==> config.mk <==
export PLATFORM = sky130hd
export DESIGN_NAME = amc_top
export DESIGN_NICKNAME = d
export VERILOG_FILES = /design/src/amc_pkg.sv /design/src/amc_top.sv
export SDC_FILE = /design/constraint.sdc
export NUM_CORES = 1
export LEC_CHECK = 0
export BUFFER_PORTS_ARGS = -buffer_cell sky130_fd_sc_hd__buf_4
export CAP_MARGIN = 0
export CORE_MARGIN = 3
export CORE_UTILIZATION = 30
export DETAILED_ROUTE_END_ITERATION = 6
export PLACE_DENSITY = 0.52
export SYNTH_ARGS = -nofsm -noshare
export SYNTH_HDL_FRONTEND = slang
export SYNTH_SLANG_ARGS = --single-unit
==> constraint.sdc <==
create_clock -name core_clk_i -period 5.2 [get_ports core_clk_i]
set_clock_uncertainty 0.05 [all_clocks]
set_input_delay 1.04 -clock core_clk_i [delete_from_list [all_inputs] [get_ports core_clk_i]]
set_output_delay 1.04 -clock core_clk_i [all_outputs]
set_load 0.03 [all_outputs]
==> src/amc_pkg.sv <==
// constants, state and register layout for the converter mode and interrupt control block
// Function
// - periodic tick flag interrupts only while mask bit 6 is one; default off
// - mask bit 5 gates the accumulator threshold flag onto the interrupt
// - mask bit 4 gates the result threshold flag; default zero after reset
// - mask bit 3 gates the fast overrange flag onto the interrupt
// - mask bits 2,1,0 gate temperature, voltage and current ready flags
// - always-interrupt mode sets tick flag one output period after conversion start
// - mode bit 3 picks normal 512 kHz or low-power 128 kHz modulator
// - mode 000 powers down converters and gain stage
// - mode 001 converts continuously; result written only when ready flag clear
// - mode 010 converts once, then mode returns to idle after ready
// - mode 011 is reset value: powered, held in reset; calibrations end here
// - mode 100 self offset calibration; result stored, ready and cal-done set, idle
// - mode 110 system zero-scale calibration writes result to data register
// - mode 111 system full-scale calibration; never with internal temperature sensor
// - control bit 19 enables converter; clearing powers down and clears ready
// - bits 17:16 select input buffer bypass: none, negative, positive, both
// - bits 15:14 and 13:12 drive aux and main 50 uA diagnostic currents
// - bits 11:10 select gain stage output scaling; software compensates results
// - control bit 9 selects bipolar or unipolar result coding
// - bits 8:6 select current input; values 100 to 111 reserved
// - current ready set at conversion end while enabled; cleared by result read
package amc_pkg;
  localparam logic [31:0] ADDR_STATUS = 32'h4003_0000;
  localparam logic [31:0] ADDR_MASK = 32'h4003_0004;
  localparam logic [31:0] ADDR_MODE = 32'h4003_0008;
  localparam logic [31:0] ADDR_CTRL = 32'h4003_000C;
  localparam logic [31:0] ADDR_RESULT = 32'h4003_0020;
  localparam logic [6:0] MASK_RST = 7'h00;
  localparam logic [2:0] MODE_RST = 3'h3;
  localparam logic [31:0] CTRL_RST = 32'h0000_0000;
  localparam logic [2:0] MD_PDOWN = 3'h0;
  localparam logic [2:0] MD_CONT = 3'h1;
  localparam logic [2:0] MD_SINGLE = 3'h2;
  localparam logic [2:0] MD_IDLE = 3'h3;
  localparam logic [2:0] MD_SELF_OFS = 3'h4;
  localparam logic [2:0] MD_SELF_GAIN = 3'h5;
  localparam logic [2:0] MD_SYS_ZERO = 3'h6;
  localparam logic [2:0] MD_SYS_GAIN = 3'h7;
  localparam int FLG_TICK = 6;
  localparam int FLG_ACC = 5;
  localparam int FLG_THR = 4;
  localparam int FLG_OVR = 3;
  localparam int FLG_TEMP = 2;
  localparam int FLG_VOLT = 1;
  localparam int FLG_CUR = 0;
  localparam int STA_CAL_POS = 15;
  localparam int MODE_ALWAYS_INTERRUPT_POS = 5;
  localparam int MODE_LP_POS = 3;
  localparam int CTRL_EN_POS = 19;
  localparam int CTRL_BUF_POS = 16;
  localparam int CTRL_AUX_POS = 14;
  localparam int CTRL_MAIN_POS = 12;
  localparam int CTRL_SCALE_POS = 10;
  localparam int CTRL_CODE_POS = 9;
  localparam int CTRL_INSEL_POS = 6;
  localparam logic [9:0] MOD_KHZ_NORMAL = 10'h200;
  localparam logic [9:0] MOD_KHZ_LOW = 10'h080;
  localparam logic [1:0] AXI_OKAY = 2'h0;
  localparam logic [1:0] AXI_SLVERR = 2'h2;

  typedef enum logic [2:0] {
    ST_PDOWN = 3'b000,
    ST_IDLE = 3'b001,
    ST_CONT = 3'b011,
    ST_SINGLE = 3'b010,
    ST_CAL = 3'b110
  } amc_state_e;

  typedef struct packed {
    logic [6:0] mask;
    logic always_interrupt;
    logic lp;
    logic [2:0] mode;
    logic en;
    logic [1:0] bufbp;
    logic [1:0] aux_diag;
    logic [1:0] main_diag;
    logic [1:0] scale;
    logic coding;
    logic [2:0] insel;
    logic [6:0] flags;
    logic cal_done;
    logic [31:0] result;
    amc_state_e state;
    logic aw_v;
    logic [31:0] aw_a;
    logic w_v;
    logic [31:0] w_d;
    logic [3:0] w_s;
    logic bv;
    logic [1:0] bresp;
    logic rv;
    logic [31:0] rdata;
    logic [1:0] rresp;
  } amc_regs_s;
endpackage

==> src/amc_top.sv <==
// converter mode sequencer, interrupt masking and current channel control behind an AXI4-Lite slave
//
// The AXI4-Lite interface to the registers was decided locally.
`timescale 1ns/10ps
`default_nettype none
module amc_top (
  input wire logic core_clk_i,
  input wire logic rst_n_i,
  input wire logic clk_en_i,
  input wire logic s_axi_awvalid_i,
  output logic s_axi_awready_o,
  input wire logic [31:0] s_axi_awaddr_i,
  input wire logic s_axi_wvalid_i,
  output logic s_axi_wready_o,
  input wire logic [31:0] s_axi_wdata_i,
  input wire logic [3:0] s_axi_wstrb_i,
  output logic s_axi_bvalid_o,
  input wire logic s_axi_bready_i,
  output logic [1:0] s_axi_bresp_o,
  input wire logic s_axi_arvalid_i,
  output logic s_axi_arready_o,
  input wire logic [31:0] s_axi_araddr_i,
  output logic s_axi_rvalid_o,
  input wire logic s_axi_rready_i,
  output logic [31:0] s_axi_rdata_o,
  output logic [1:0] s_axi_rresp_o,
  input wire logic conv_done_i,
  input wire logic [31:0] conv_data_i,
  input wire logic period_tick_i,
  input wire logic accum_thr_i,
  input wire logic result_thr_i,
  input wire logic overrange_i,
  input wire logic temp_ready_i,
  input wire logic volt_ready_i,
  output logic irq_o,
  output logic conv_power_o,
  output logic conv_reset_o,
  output logic conv_run_o,
  output logic [2:0] operating_mode_o,
  output logic low_power_select_o,
  output logic [9:0] mod_freq_khz_o,
  output logic current_conv_enable_o,
  output logic [1:0] buffer_bypass_select_o,
  output logic [1:0] aux_diag_current_o,
  output logic [1:0] main_diag_current_o,
  output logic [1:0] gain_stage_scaling_o,
  output logic result_coding_select_o,
  output logic [2:0] current_input_select_o
);
  import amc_pkg::*;

  amc_regs_s s_q;
  amc_regs_s s_d;

  function automatic logic [31:0] merge(input logic [31:0] old, input logic [31:0] data,
                                        input logic [3:0] strb);
    logic [31:0] r;
    r = old;
    for (int i = 0; i < 4; i++) begin
      if (strb[i]) begin
        r[i*8 +: 8] = data[i*8 +: 8];
      end
    end
    return r;
  endfunction

  function automatic logic [31:0] mode_word(input amc_regs_s s);
    return {26'h000_0000, s.always_interrupt, 1'b0, s.lp, s.mode};
  endfunction

  function automatic logic [31:0] ctrl_word(input amc_regs_s s);
    return {12'h000, s.en, 1'b0, s.bufbp, s.aux_diag, s.main_diag, s.scale, s.coding, s.insel, 6'h00};
  endfunction

  function automatic amc_state_e mode_state(input logic [2:0] md);
    amc_state_e st;
    case (md)
      MD_PDOWN: begin
        st = ST_PDOWN;
      end
      MD_CONT: begin
        st = ST_CONT;
      end
      MD_SINGLE: begin
        st = ST_SINGLE;
      end
      MD_IDLE: begin
        st = ST_IDLE;
      end
      default: begin
        st = ST_CAL;
      end
    endcase
    return st;
  endfunction

  logic aw_fire;
  logic w_fire;
  logic ar_fire;
  logic wr_do;
  logic wr_mode;
  logic wr_ctrl;
  logic rd_result;
  logic running;
  logic conv_ok;
  logic [31:0] wm;

  assign s_axi_awready_o = clk_en_i && !s_q.aw_v && !s_q.bv;
  assign s_axi_wready_o = clk_en_i && !s_q.w_v && !s_q.bv;
  assign s_axi_arready_o = clk_en_i && !s_q.rv;
  assign s_axi_bvalid_o = s_q.bv;
  assign s_axi_bresp_o = s_q.bresp;
  assign s_axi_rvalid_o = s_q.rv;
  assign s_axi_rdata_o = s_q.rdata;
  assign s_axi_rresp_o = s_q.rresp;

  always_comb begin
    s_d = s_q;
    wm = 32'h0000_0000;
    aw_fire = s_axi_awvalid_i && s_axi_awready_o;
    w_fire = s_axi_wvalid_i && s_axi_wready_o;
    ar_fire = s_axi_arvalid_i && s_axi_arready_o;
    wr_do = s_q.aw_v && s_q.w_v;
    wr_mode = wr_do && (s_q.aw_a == ADDR_MODE);
    wr_ctrl = wr_do && (s_q.aw_a == ADDR_CTRL);
    rd_result = ar_fire && (s_axi_araddr_i == ADDR_RESULT);
    running = (s_q.state != ST_PDOWN) && (s_q.state != ST_IDLE);
    conv_ok = conv_done_i && s_q.en && running;

    // write channel capture, either order
    if (aw_fire) begin
      s_d.aw_v = 1'b1;
      s_d.aw_a = s_axi_awaddr_i;
    end
    if (w_fire) begin
      s_d.w_v = 1'b1;
      s_d.w_d = s_axi_wdata_i;
      s_d.w_s = s_axi_wstrb_i;
    end
    if (s_q.bv && s_axi_bready_i) begin
      s_d.bv = 1'b0;
    end
    if (s_q.rv && s_axi_rready_i) begin
      s_d.rv = 1'b0;
    end

    // read path
    if (ar_fire) begin
      s_d.rv = 1'b1;
      s_d.rresp = AXI_OKAY;
      case (s_axi_araddr_i)
        ADDR_STATUS: begin
          s_d.rdata = {16'h0000, s_q.cal_done, 8'h00, s_q.flags};
        end
        ADDR_MASK: begin
          s_d.rdata = {25'h000_0000, s_q.mask};
        end
        ADDR_MODE: begin
          s_d.rdata = mode_word(s_q);
        end
        ADDR_CTRL: begin
          s_d.rdata = ctrl_word(s_q);
        end
        ADDR_RESULT: begin
          s_d.rdata = s_q.result;
        end
        default: begin
          s_d.rdata = 32'h0000_0000;
          s_d.rresp = AXI_SLVERR;
        end
      endcase
    end

    // clears from software come first so that hardware sets below win
    if (rd_result) begin
      s_d.flags[FLG_CUR] = 1'b0;
      s_d.flags[FLG_TEMP] = 1'b0;
      s_d.flags[FLG_VOLT] = 1'b0;
      s_d.flags[FLG_TICK] = 1'b0;
    end
    if (wr_ctrl) begin
      // reconfiguring the channel drops its result and comparator flags
      s_d.flags[FLG_CUR] = 1'b0;
      s_d.flags[FLG_THR] = 1'b0;
      s_d.flags[FLG_ACC] = 1'b0;
      s_d.flags[FLG_OVR] = 1'b0;
    end
    if (wr_ctrl || wr_mode) begin
      s_d.cal_done = 1'b0;
    end

    // sequencer
    case (s_q.state)
      ST_CONT: begin
        if (conv_ok && !s_q.flags[FLG_CUR]) begin
          s_d.result = conv_data_i;
          s_d.flags[FLG_CUR] = 1'b1;
        end
      end
      ST_SINGLE: begin
        if (conv_ok) begin
          s_d.result = conv_data_i;
          s_d.flags[FLG_CUR] = 1'b1;
          s_d.mode = MD_IDLE;
        end
      end
      ST_CAL: begin
        // offset, self gain, system zero and system full-scale all end the same way
        if (conv_ok) begin
          s_d.result = conv_data_i;
          s_d.flags[FLG_CUR] = 1'b1;
          s_d.cal_done = 1'b1;
          s_d.mode = MD_IDLE;
        end
      end
      ST_PDOWN: begin
        s_d.mode = s_q.mode;
      end
      ST_IDLE: begin
        s_d.mode = s_q.mode;
      end
      default: begin
        s_d.mode = MD_IDLE;
      end
    endcase
    if (running && s_q.always_interrupt && period_tick_i) begin
      s_d.flags[FLG_TICK] = 1'b1;
    end
    if (running && accum_thr_i) begin
      s_d.flags[FLG_ACC] = 1'b1;
    end
    if (running && result_thr_i) begin
      s_d.flags[FLG_THR] = 1'b1;
    end
    if (running && overrange_i) begin
      s_d.flags[FLG_OVR] = 1'b1;
    end
    if (running && temp_ready_i) begin
      s_d.flags[FLG_TEMP] = 1'b1;
    end
    if (running && volt_ready_i) begin
      s_d.flags[FLG_VOLT] = 1'b1;
    end

    // register writes
    if (wr_do) begin
      s_d.aw_v = 1'b0;
      s_d.w_v = 1'b0;
      s_d.bv = 1'b1;
      s_d.bresp = AXI_OKAY;
      case (s_q.aw_a)
        ADDR_MASK: begin
          wm = merge({25'h000_0000, s_q.mask}, s_q.w_d, s_q.w_s);
          s_d.mask = wm[6:0];
        end
        ADDR_MODE: begin
          wm = merge(mode_word(s_q), s_q.w_d, s_q.w_s);
          s_d.always_interrupt = wm[MODE_ALWAYS_INTERRUPT_POS];
          s_d.lp = wm[MODE_LP_POS];
          s_d.mode = wm[2:0];
        end
        ADDR_CTRL: begin
          wm = merge(ctrl_word(s_q), s_q.w_d, s_q.w_s);
          s_d.en = wm[CTRL_EN_POS];
          s_d.bufbp = wm[CTRL_BUF_POS +: 2];
          s_d.aux_diag = wm[CTRL_AUX_POS +: 2];
          s_d.main_diag = wm[CTRL_MAIN_POS +: 2];
          s_d.scale = wm[CTRL_SCALE_POS +: 2];
          s_d.coding = wm[CTRL_CODE_POS];
          s_d.insel = wm[CTRL_INSEL_POS +: 3];
        end
        ADDR_STATUS: begin
          s_d.bresp = AXI_OKAY;
        end
        ADDR_RESULT: begin
          s_d.bresp = AXI_OKAY;
        end
        default: begin
          s_d.bresp = AXI_SLVERR;
        end
      endcase
    end

    // a disabled channel holds no ready result, even if one finished this cycle
    if (!s_d.en) begin
      s_d.flags[FLG_CUR] = 1'b0;
    end
    s_d.state = mode_state(s_d.mode);
  end

  always_ff @(posedge core_clk_i or negedge rst_n_i) begin
    if (!rst_n_i) begin
      s_q <= '0;
      s_q.mask <= MASK_RST;
      s_q.mode <= MODE_RST;
      s_q.state <= ST_IDLE;
      s_q.en <= CTRL_RST[CTRL_EN_POS];
    end else if (clk_en_i) begin
      s_q <= s_d;
    end
  end

  // seven masked sources onto one line
  assign irq_o = |(s_q.flags & s_q.mask);
  assign conv_power_o = (s_q.state != ST_PDOWN);
  assign conv_reset_o = (s_q.state == ST_IDLE) || (s_q.state == ST_PDOWN);
  assign conv_run_o = (s_q.state != ST_PDOWN) && (s_q.state != ST_IDLE) && s_q.en;
  assign operating_mode_o = s_q.mode;
  assign low_power_select_o = s_q.lp;
  assign mod_freq_khz_o = s_q.lp ? MOD_KHZ_LOW : MOD_KHZ_NORMAL;
  assign current_conv_enable_o = s_q.en && (s_q.state != ST_PDOWN);
  assign buffer_bypass_select_o = s_q.bufbp;
  assign aux_diag_current_o = s_q.aux_diag;
  assign main_diag_current_o = s_q.main_diag;
  assign gain_stage_scaling_o = s_q.scale;
  assign result_coding_select_o = s_q.coding;
  assign current_input_select_o = s_q.insel;
endmodule
`default_nettype wire

==> results of run 1 <==
routing by layer:
| metal | wire length (um) | GRT usage | vias to the layer above |
|---|---|---|---|
| li1 | - | - | 2525 |
| met1 | 9130 | 0.206 | 2505 |
| met2 | 8820 | 0.227 | 138 |
| met3 | 1450 | 0.0547 | 10 |
| met4 | 112 | 0.0288 | 4 |
| met5 | 34 | 0 | - |
power breakdown:
group	internal [mW]	switching [mW]
combinational	0.403	0.359
sequential	1.50	0.223
clock	0.781	0.555
flip-flops by register name (all words and copies together) (netlist names):
name,cells
s_q,108
s_axi_rdata_o,32
current_input_select_o,3
operating_mode_o,3
aux_diag_current_o,2
buffer_bypass_select_o,2
gain_stage_scaling_o,2
main_diag_current_o,2
low_power_select_o,1
result_coding_select_o,1
s_axi_bresp_o,1
s_axi_bvalid_o,1
s_axi_rresp_o,1
s_axi_rvalid_o,1
critical path, delay by kind of cell:
| kind | cells | cell delay, ns |
|---|---|---|
| simple gates | 3 | 1.50 |
| buf+inv | 2 | 0.50 |
| compound gates | 2 | 0.30 |
placed cells by master, fill, tap and decap left out, types with 4 or more instances in the layout:
cell	netlist	layout
clkbuf_16	0	17
a22o_1	6	6
o21ai_0	47	47
inv_6	0	6
mux2_2	70	70
dfrtp_1	157	157
nand4_1	4	4
nor2_1	18	17
inv_1	6	6
mux2_4	13	13
conb_1	1	10
nand3_1	22	21
nor4_1	6	6
nand2_1	118	118
nor3_1	8	6
and3_1	12	12
nor4b_1	4	4
buf_4	60	201
a22oi_1	5	5
a221o_1	11	11
a21o_1	4	4
a222oi_1	6	6
final cells by class:
class                   count  area share
flip-flops and latches    160       0.427
multi-input cells         408       0.301
repair buffers            202       0.162
clock buffers              19      0.0471
well taps                 319      0.0425
clock inverters            13      0.0185
inverters                   6     0.00240
cell families (layout without fill, tap and decap cells):
group	Yosys count	in the layout	synth area share
simple gates	222	222	0.155
compound gates	91	91	0.0852
mux	85	85	0.136
flops	160	160	0.543
buf+inv	98	240	0.0812
other cells	1	10	0.000508
final timing paths:
kind | startpoint | endpoint | cells past startpoint
max in group asynchronous | rst_n_i | s_axi_rvalid_o$_DFFE_PN0P_ | 2
min | s_axi_rdata_o[25]$_DFFE_PN0P_ | s_axi_rdata_o[25]$_DFFE_PN0P_ | 2
min reg2reg | s_axi_rdata_o[25]$_DFFE_PN0P_ | s_axi_rdata_o[25]$_DFFE_PN0P_ | 2
max | s_axi_araddr_i[25] | s_axi_rdata_o[6]$_DFFE_PN0P_ | 7
max reg2reg | s_q[78]$_DFFE_PN0P_ | s_q[109]$_DFFE_PN0P_ | 6
min in group asynchronous | rst_n_i | s_axi_rdata_o[29]$_DFFE_PN0P_ | 1
==> metrics.txt, run 1 <==
Post-synth top cells=dfrtp_1 (157), nand2_1 (118), mux2_2 (70); largest net degree at the start of global routing=113; Layout Cells excl Fill=1127; Final Power=3.82 mW; TritonCTS clock tree=done; clock latency on the worst-skew pair=0.43 ns; most common cell in the netlist=dfrtp_1; Setup TNS Final=0 ns; number of remaining DRC errors=0; Multi-input gate area=2830 um^2; Detail Route Antenna Nets=0; Worst-path clk slew=0.07 ns; GP Congestion=0.780; post-route cell area=9400 um^2; Post-synth ARST share=1.00; Tmin final=3.05 ns; sequential share of the synthesized area=0.543; Fmax=328 MHz; DR pass1 iterations=5; # hold bufs at CTS=0; IO Pins=219; via count=5182; worst hold slack=0.419 ns; CTS Buf Count=17; CTS H-tree depth=4; Yosys warning count=0; placeable core area=23800 um^2; initial antenna violation count=2; max cap viols=0; Post-layout nets=942; Final setup viols=0; pwr/cell area=407 nW/um^2; Sequential Area=4010 um^2; area delta synth->final=27.2%; critical path fanouts, max=19; clk sinks=160; setup bufs post-CTS=0; Starting DRT DRC Count=281; Mapped Cells=657; post-placement cell count=1095; top cell type's share of synthesized area=0.532; prevailing post-synth register cell=dfrtp_1; slew at the pin closest to its max-slew limit=1.04 ns; Avg Cell Area, Syn=11.2 um^2; Slowest Stage Delay on Critical Path=0.89 ns; detailed placement HPWL=14000 um; Final Hold Vio Count=0; via density per instance=4.60; Antenna diodes=0; Die X=163 um; wire length per cell=17.3 um; Yosys top cell by area=dfrtp_1; Max Slew Vio Count=0; Total Wirelength=19500 um; row count=56; CP Data Required Time=5.49 ns; cell mode on critical path=buf_4; post-route worst setup slack=2.15 ns; CP Capture Type=register; Fill cells=2379; IO buf count=194; Worst IR Drop VDD=314 uV; #FFs+latches synth=160; WS Path Type=input port to register; Netlist cell types=53; clock root buffer=clkbuf_16; slew margin rel.=0.299; CP max-delay cell=nor3_2; area of the die=26500 um^2; status=finished, final reports clean; DP Area=8780 um^2; global-route wire length before repair=30800 um; Hold Path Class=register to register; Leak=4.54 nW; R2R Setup Slk=2.61 ns; total track usage=0.149; CP Launch Type=input port; number of global-route vias before repair=5322; RSZ-0062 raised after global routing=no; crit path DAT=3.34 ns; EDFF count, synth=0; Mapped Area=7380 um^2; clock tree buffer depth=2; layout cells sized above 1=0.425; pre-CTS setup slack=1.69 ns; Final Core Density=0.394; initial cell density of the core=0.310; Die Span Y=163 um; post-cts sizing count=0; Synth area leaders=dfrtp_1 (53%), mux2_2 (11%), buf_4 (6.1%); crit path cell chain=buf_4, nor4_1, nand4_1, nor3_2, buf_4, a22oi_1, o21ai_0; final worst-path cycle share=0.586; Remaining Overflow, GRT=0
Note: power is estimated with default switching activity, not from simulation.
==> run 2, diff against run 1 <==
--- a/config.mk
+++ b/config.mk
@@ -10,7 +10,7 @@
 export CORE_MARGIN = 3
 export CORE_UTILIZATION = 30
 export DETAILED_ROUTE_END_ITERATION = 6
-export PLACE_DENSITY = 0.52
+export PLACE_DENSITY = 0.54
 export SYNTH_ARGS = -nofsm -noshare
 export SYNTH_HDL_FRONTEND = slang
 export SYNTH_SLANG_ARGS = --single-unit
==> constraint.sdc (replaced) <==
create_clock -name core_clk_i -period 2.7 [get_ports core_clk_i]
set_clock_uncertainty 0.05 [all_clocks]
set_input_delay 0.54 -clock core_clk_i [delete_from_list [all_inputs] [get_ports core_clk_i]]
set_output_delay 0.54 -clock core_clk_i [all_outputs]
set_load 0.03 [all_outputs]
==> metrics.txt, run 2 (synthesis gave the netlist of run 1 again) <==
crit path cell chain=nor4_1, nand4_2, nor3_1, mux2_2, or3_1, a41oi_2; Worst-path clk slew=0.07 ns; clock tree buffer depth=2; final worst-path cycle share=0.915; via count=5288; Slowest Stage Delay on Critical Path=0.40 ns; Top reg by flops=s_q; via density per instance=4.65; clock latency on the worst-skew pair=0.43 ns; clock root buffer=clkbuf_16; row count=56; DP Area=8880 um^2; Worst IR Drop VDD=378 uV; Layout Cells excl Fill=1137; Die X=163 um; CP Data Required Time=3.00 ns; Final setup viols=0; area delta synth->final=28.3%; commonest non-fill, non-tap cell in the layout=buf_4; max cap viols=0; slew at the pin closest to its max-slew limit=0.743 ns; Fmax=405 MHz; Die Span Y=163 um; area of the die=26500 um^2; setup bufs post-CTS=0; pwr/cell area=764 nW/um^2; clk sinks=160; RSZ-0062 raised after global routing=no; CP max-delay cell=mux2_2; global-route wire length before repair=31000 um; Leak=4.60 nW; WS Path Type=register to register; Tmin final=2.47 ns; layout cells sized above 1=0.430; number of global-route vias before repair=5403; critical path fanouts, max=6; max reg flops=108; post-route cell area=9480 um^2; slew margin rel.=0.505; detailed placement HPWL=14200 um; status=finished, final reports clean; CTS Buf Count=17; Multi-input gate area=2820 um^2; Sequential Area=4010 um^2; initial antenna violation count=0; Starting DRT DRC Count=427; number of remaining DRC errors=0; placeable core area=23800 um^2; CP Buf/Inv Count=0; Post-layout nets=952; initial cell density of the core=0.310; DR pass1 iterations=5; post-cts sizing count=0; total track usage=0.150; Detail Route Antenna Nets=0; CTS H-tree depth=4; wire length per cell=17.2 um; CP Capture Type=register; Remaining Overflow, GRT=0; TritonCTS clock tree=done; IO Pins=219; Hold Path Class=input port to register; Worst path top cell family by delay=simple AND/OR/NAND/NOR gates; CP Launch Type=register; Setup TNS Final=0 ns; Max Slew Vio Count=0; largest net degree at the start of global routing=66; Total Wirelength=19600 um; Antenna diodes=0; crit path DAT=2.77 ns; IO buf count=194; GP Congestion=0.785; Fill cells=2363; post-placement cell count=1104; most frequent cells in the layout=buf_4 (207), dfrtp_1 (157), nand2_1 (118), mux2_2 (70), o21ai_0 (47); # hold bufs at CTS=1; Final Hold Vio Count=0
==> run 2: worst paths after layout <==
kind	slack (ns)	depth (start not counted)	start	end
worst max-delay path	0.23	6	s_q[100]$_DFFE_PN0P_	s_q[109]$_DFFE_PN0P_
worst min-delay path	0.27	3	s_axi_wdata_i[0]	s_q[42]$_DFFE_PN0P_
worst max register to register	0.23	6	s_q[100]$_DFFE_PN0P_	s_q[109]$_DFFE_PN0P_
worst min register to register	0.42	2	s_axi_rdata_o[25]$_DFFE_PN0P_	s_axi_rdata_o[25]$_DFFE_PN0P_
max in group asynchronous	1.34	3	rst_n_i	s_q[92]$_DFFE_PN0P_
min in group asynchronous	0.55	2	rst_n_i	s_axi_rdata_o[30]$_DFFE_PN0P_
==> run 2: worst register-to-register path, cell delays in order (launching register included) <==
cell	delay, ns
dfrtp_1	0.38
nor4_1	0.35
nand4_2	0.30
nor3_1	0.38
mux2_2	0.40
or3_1	0.36
a41oi_2	0.18
==> run 2: where the power goes <==
part	total (mW)	internal, mW	switching, mW
clock	2.42	1.25	1.18
combinational	1.54	0.806	0.730
sequential	3.28	2.89	0.394
==> run 2: metrics by stage <==
| stage | setup slack (ns) | power (mW) | hold slack, ns | utilization |
|---|---|---|---|---|
| 2_1_floorplan | 0.184 | 4.32 | 0.194 | - |
| 3_3_place_gp | 0.210 | 4.85 | 0.403 | 0.373 |
| 3_5_place_dp | 0.169 | 4.90 | 0.408 | 0.373 |
| 4_1_cts | 0.220 | 7.36 | 0.245 | 0.398 |
| 5_1_grt | 0.0366 | 7.67 | 0.261 | 0.398 |
| 6_report | 0.230 | 7.24 | 0.267 | 0.398 |
==> run 2: metal layers <==
metal,wire length [um],part of all wire,GRT usage,vias up
met5,0,0,0,-
met4,188,0.0096,0.0369,0
met3,1580,0.081,0.0526,14
met2,8860,0.45,0.229,150
met1,8940,0.46,0.206,2573
li1,-,-,-,2551
==> run 2: final cells by class <==
| cell class | instances | area share |
|---|---|---|
| clock buffer | 17 | 0.0449 |
| clock inverter | 15 | 0.0172 |
| inverter | 6 | 0.00238 |
| multi-input combinational | 408 | 0.298 |
| sequential | 160 | 0.423 |
| tap | 319 | 0.0421 |
| timing repair buffer | 212 | 0.173 |
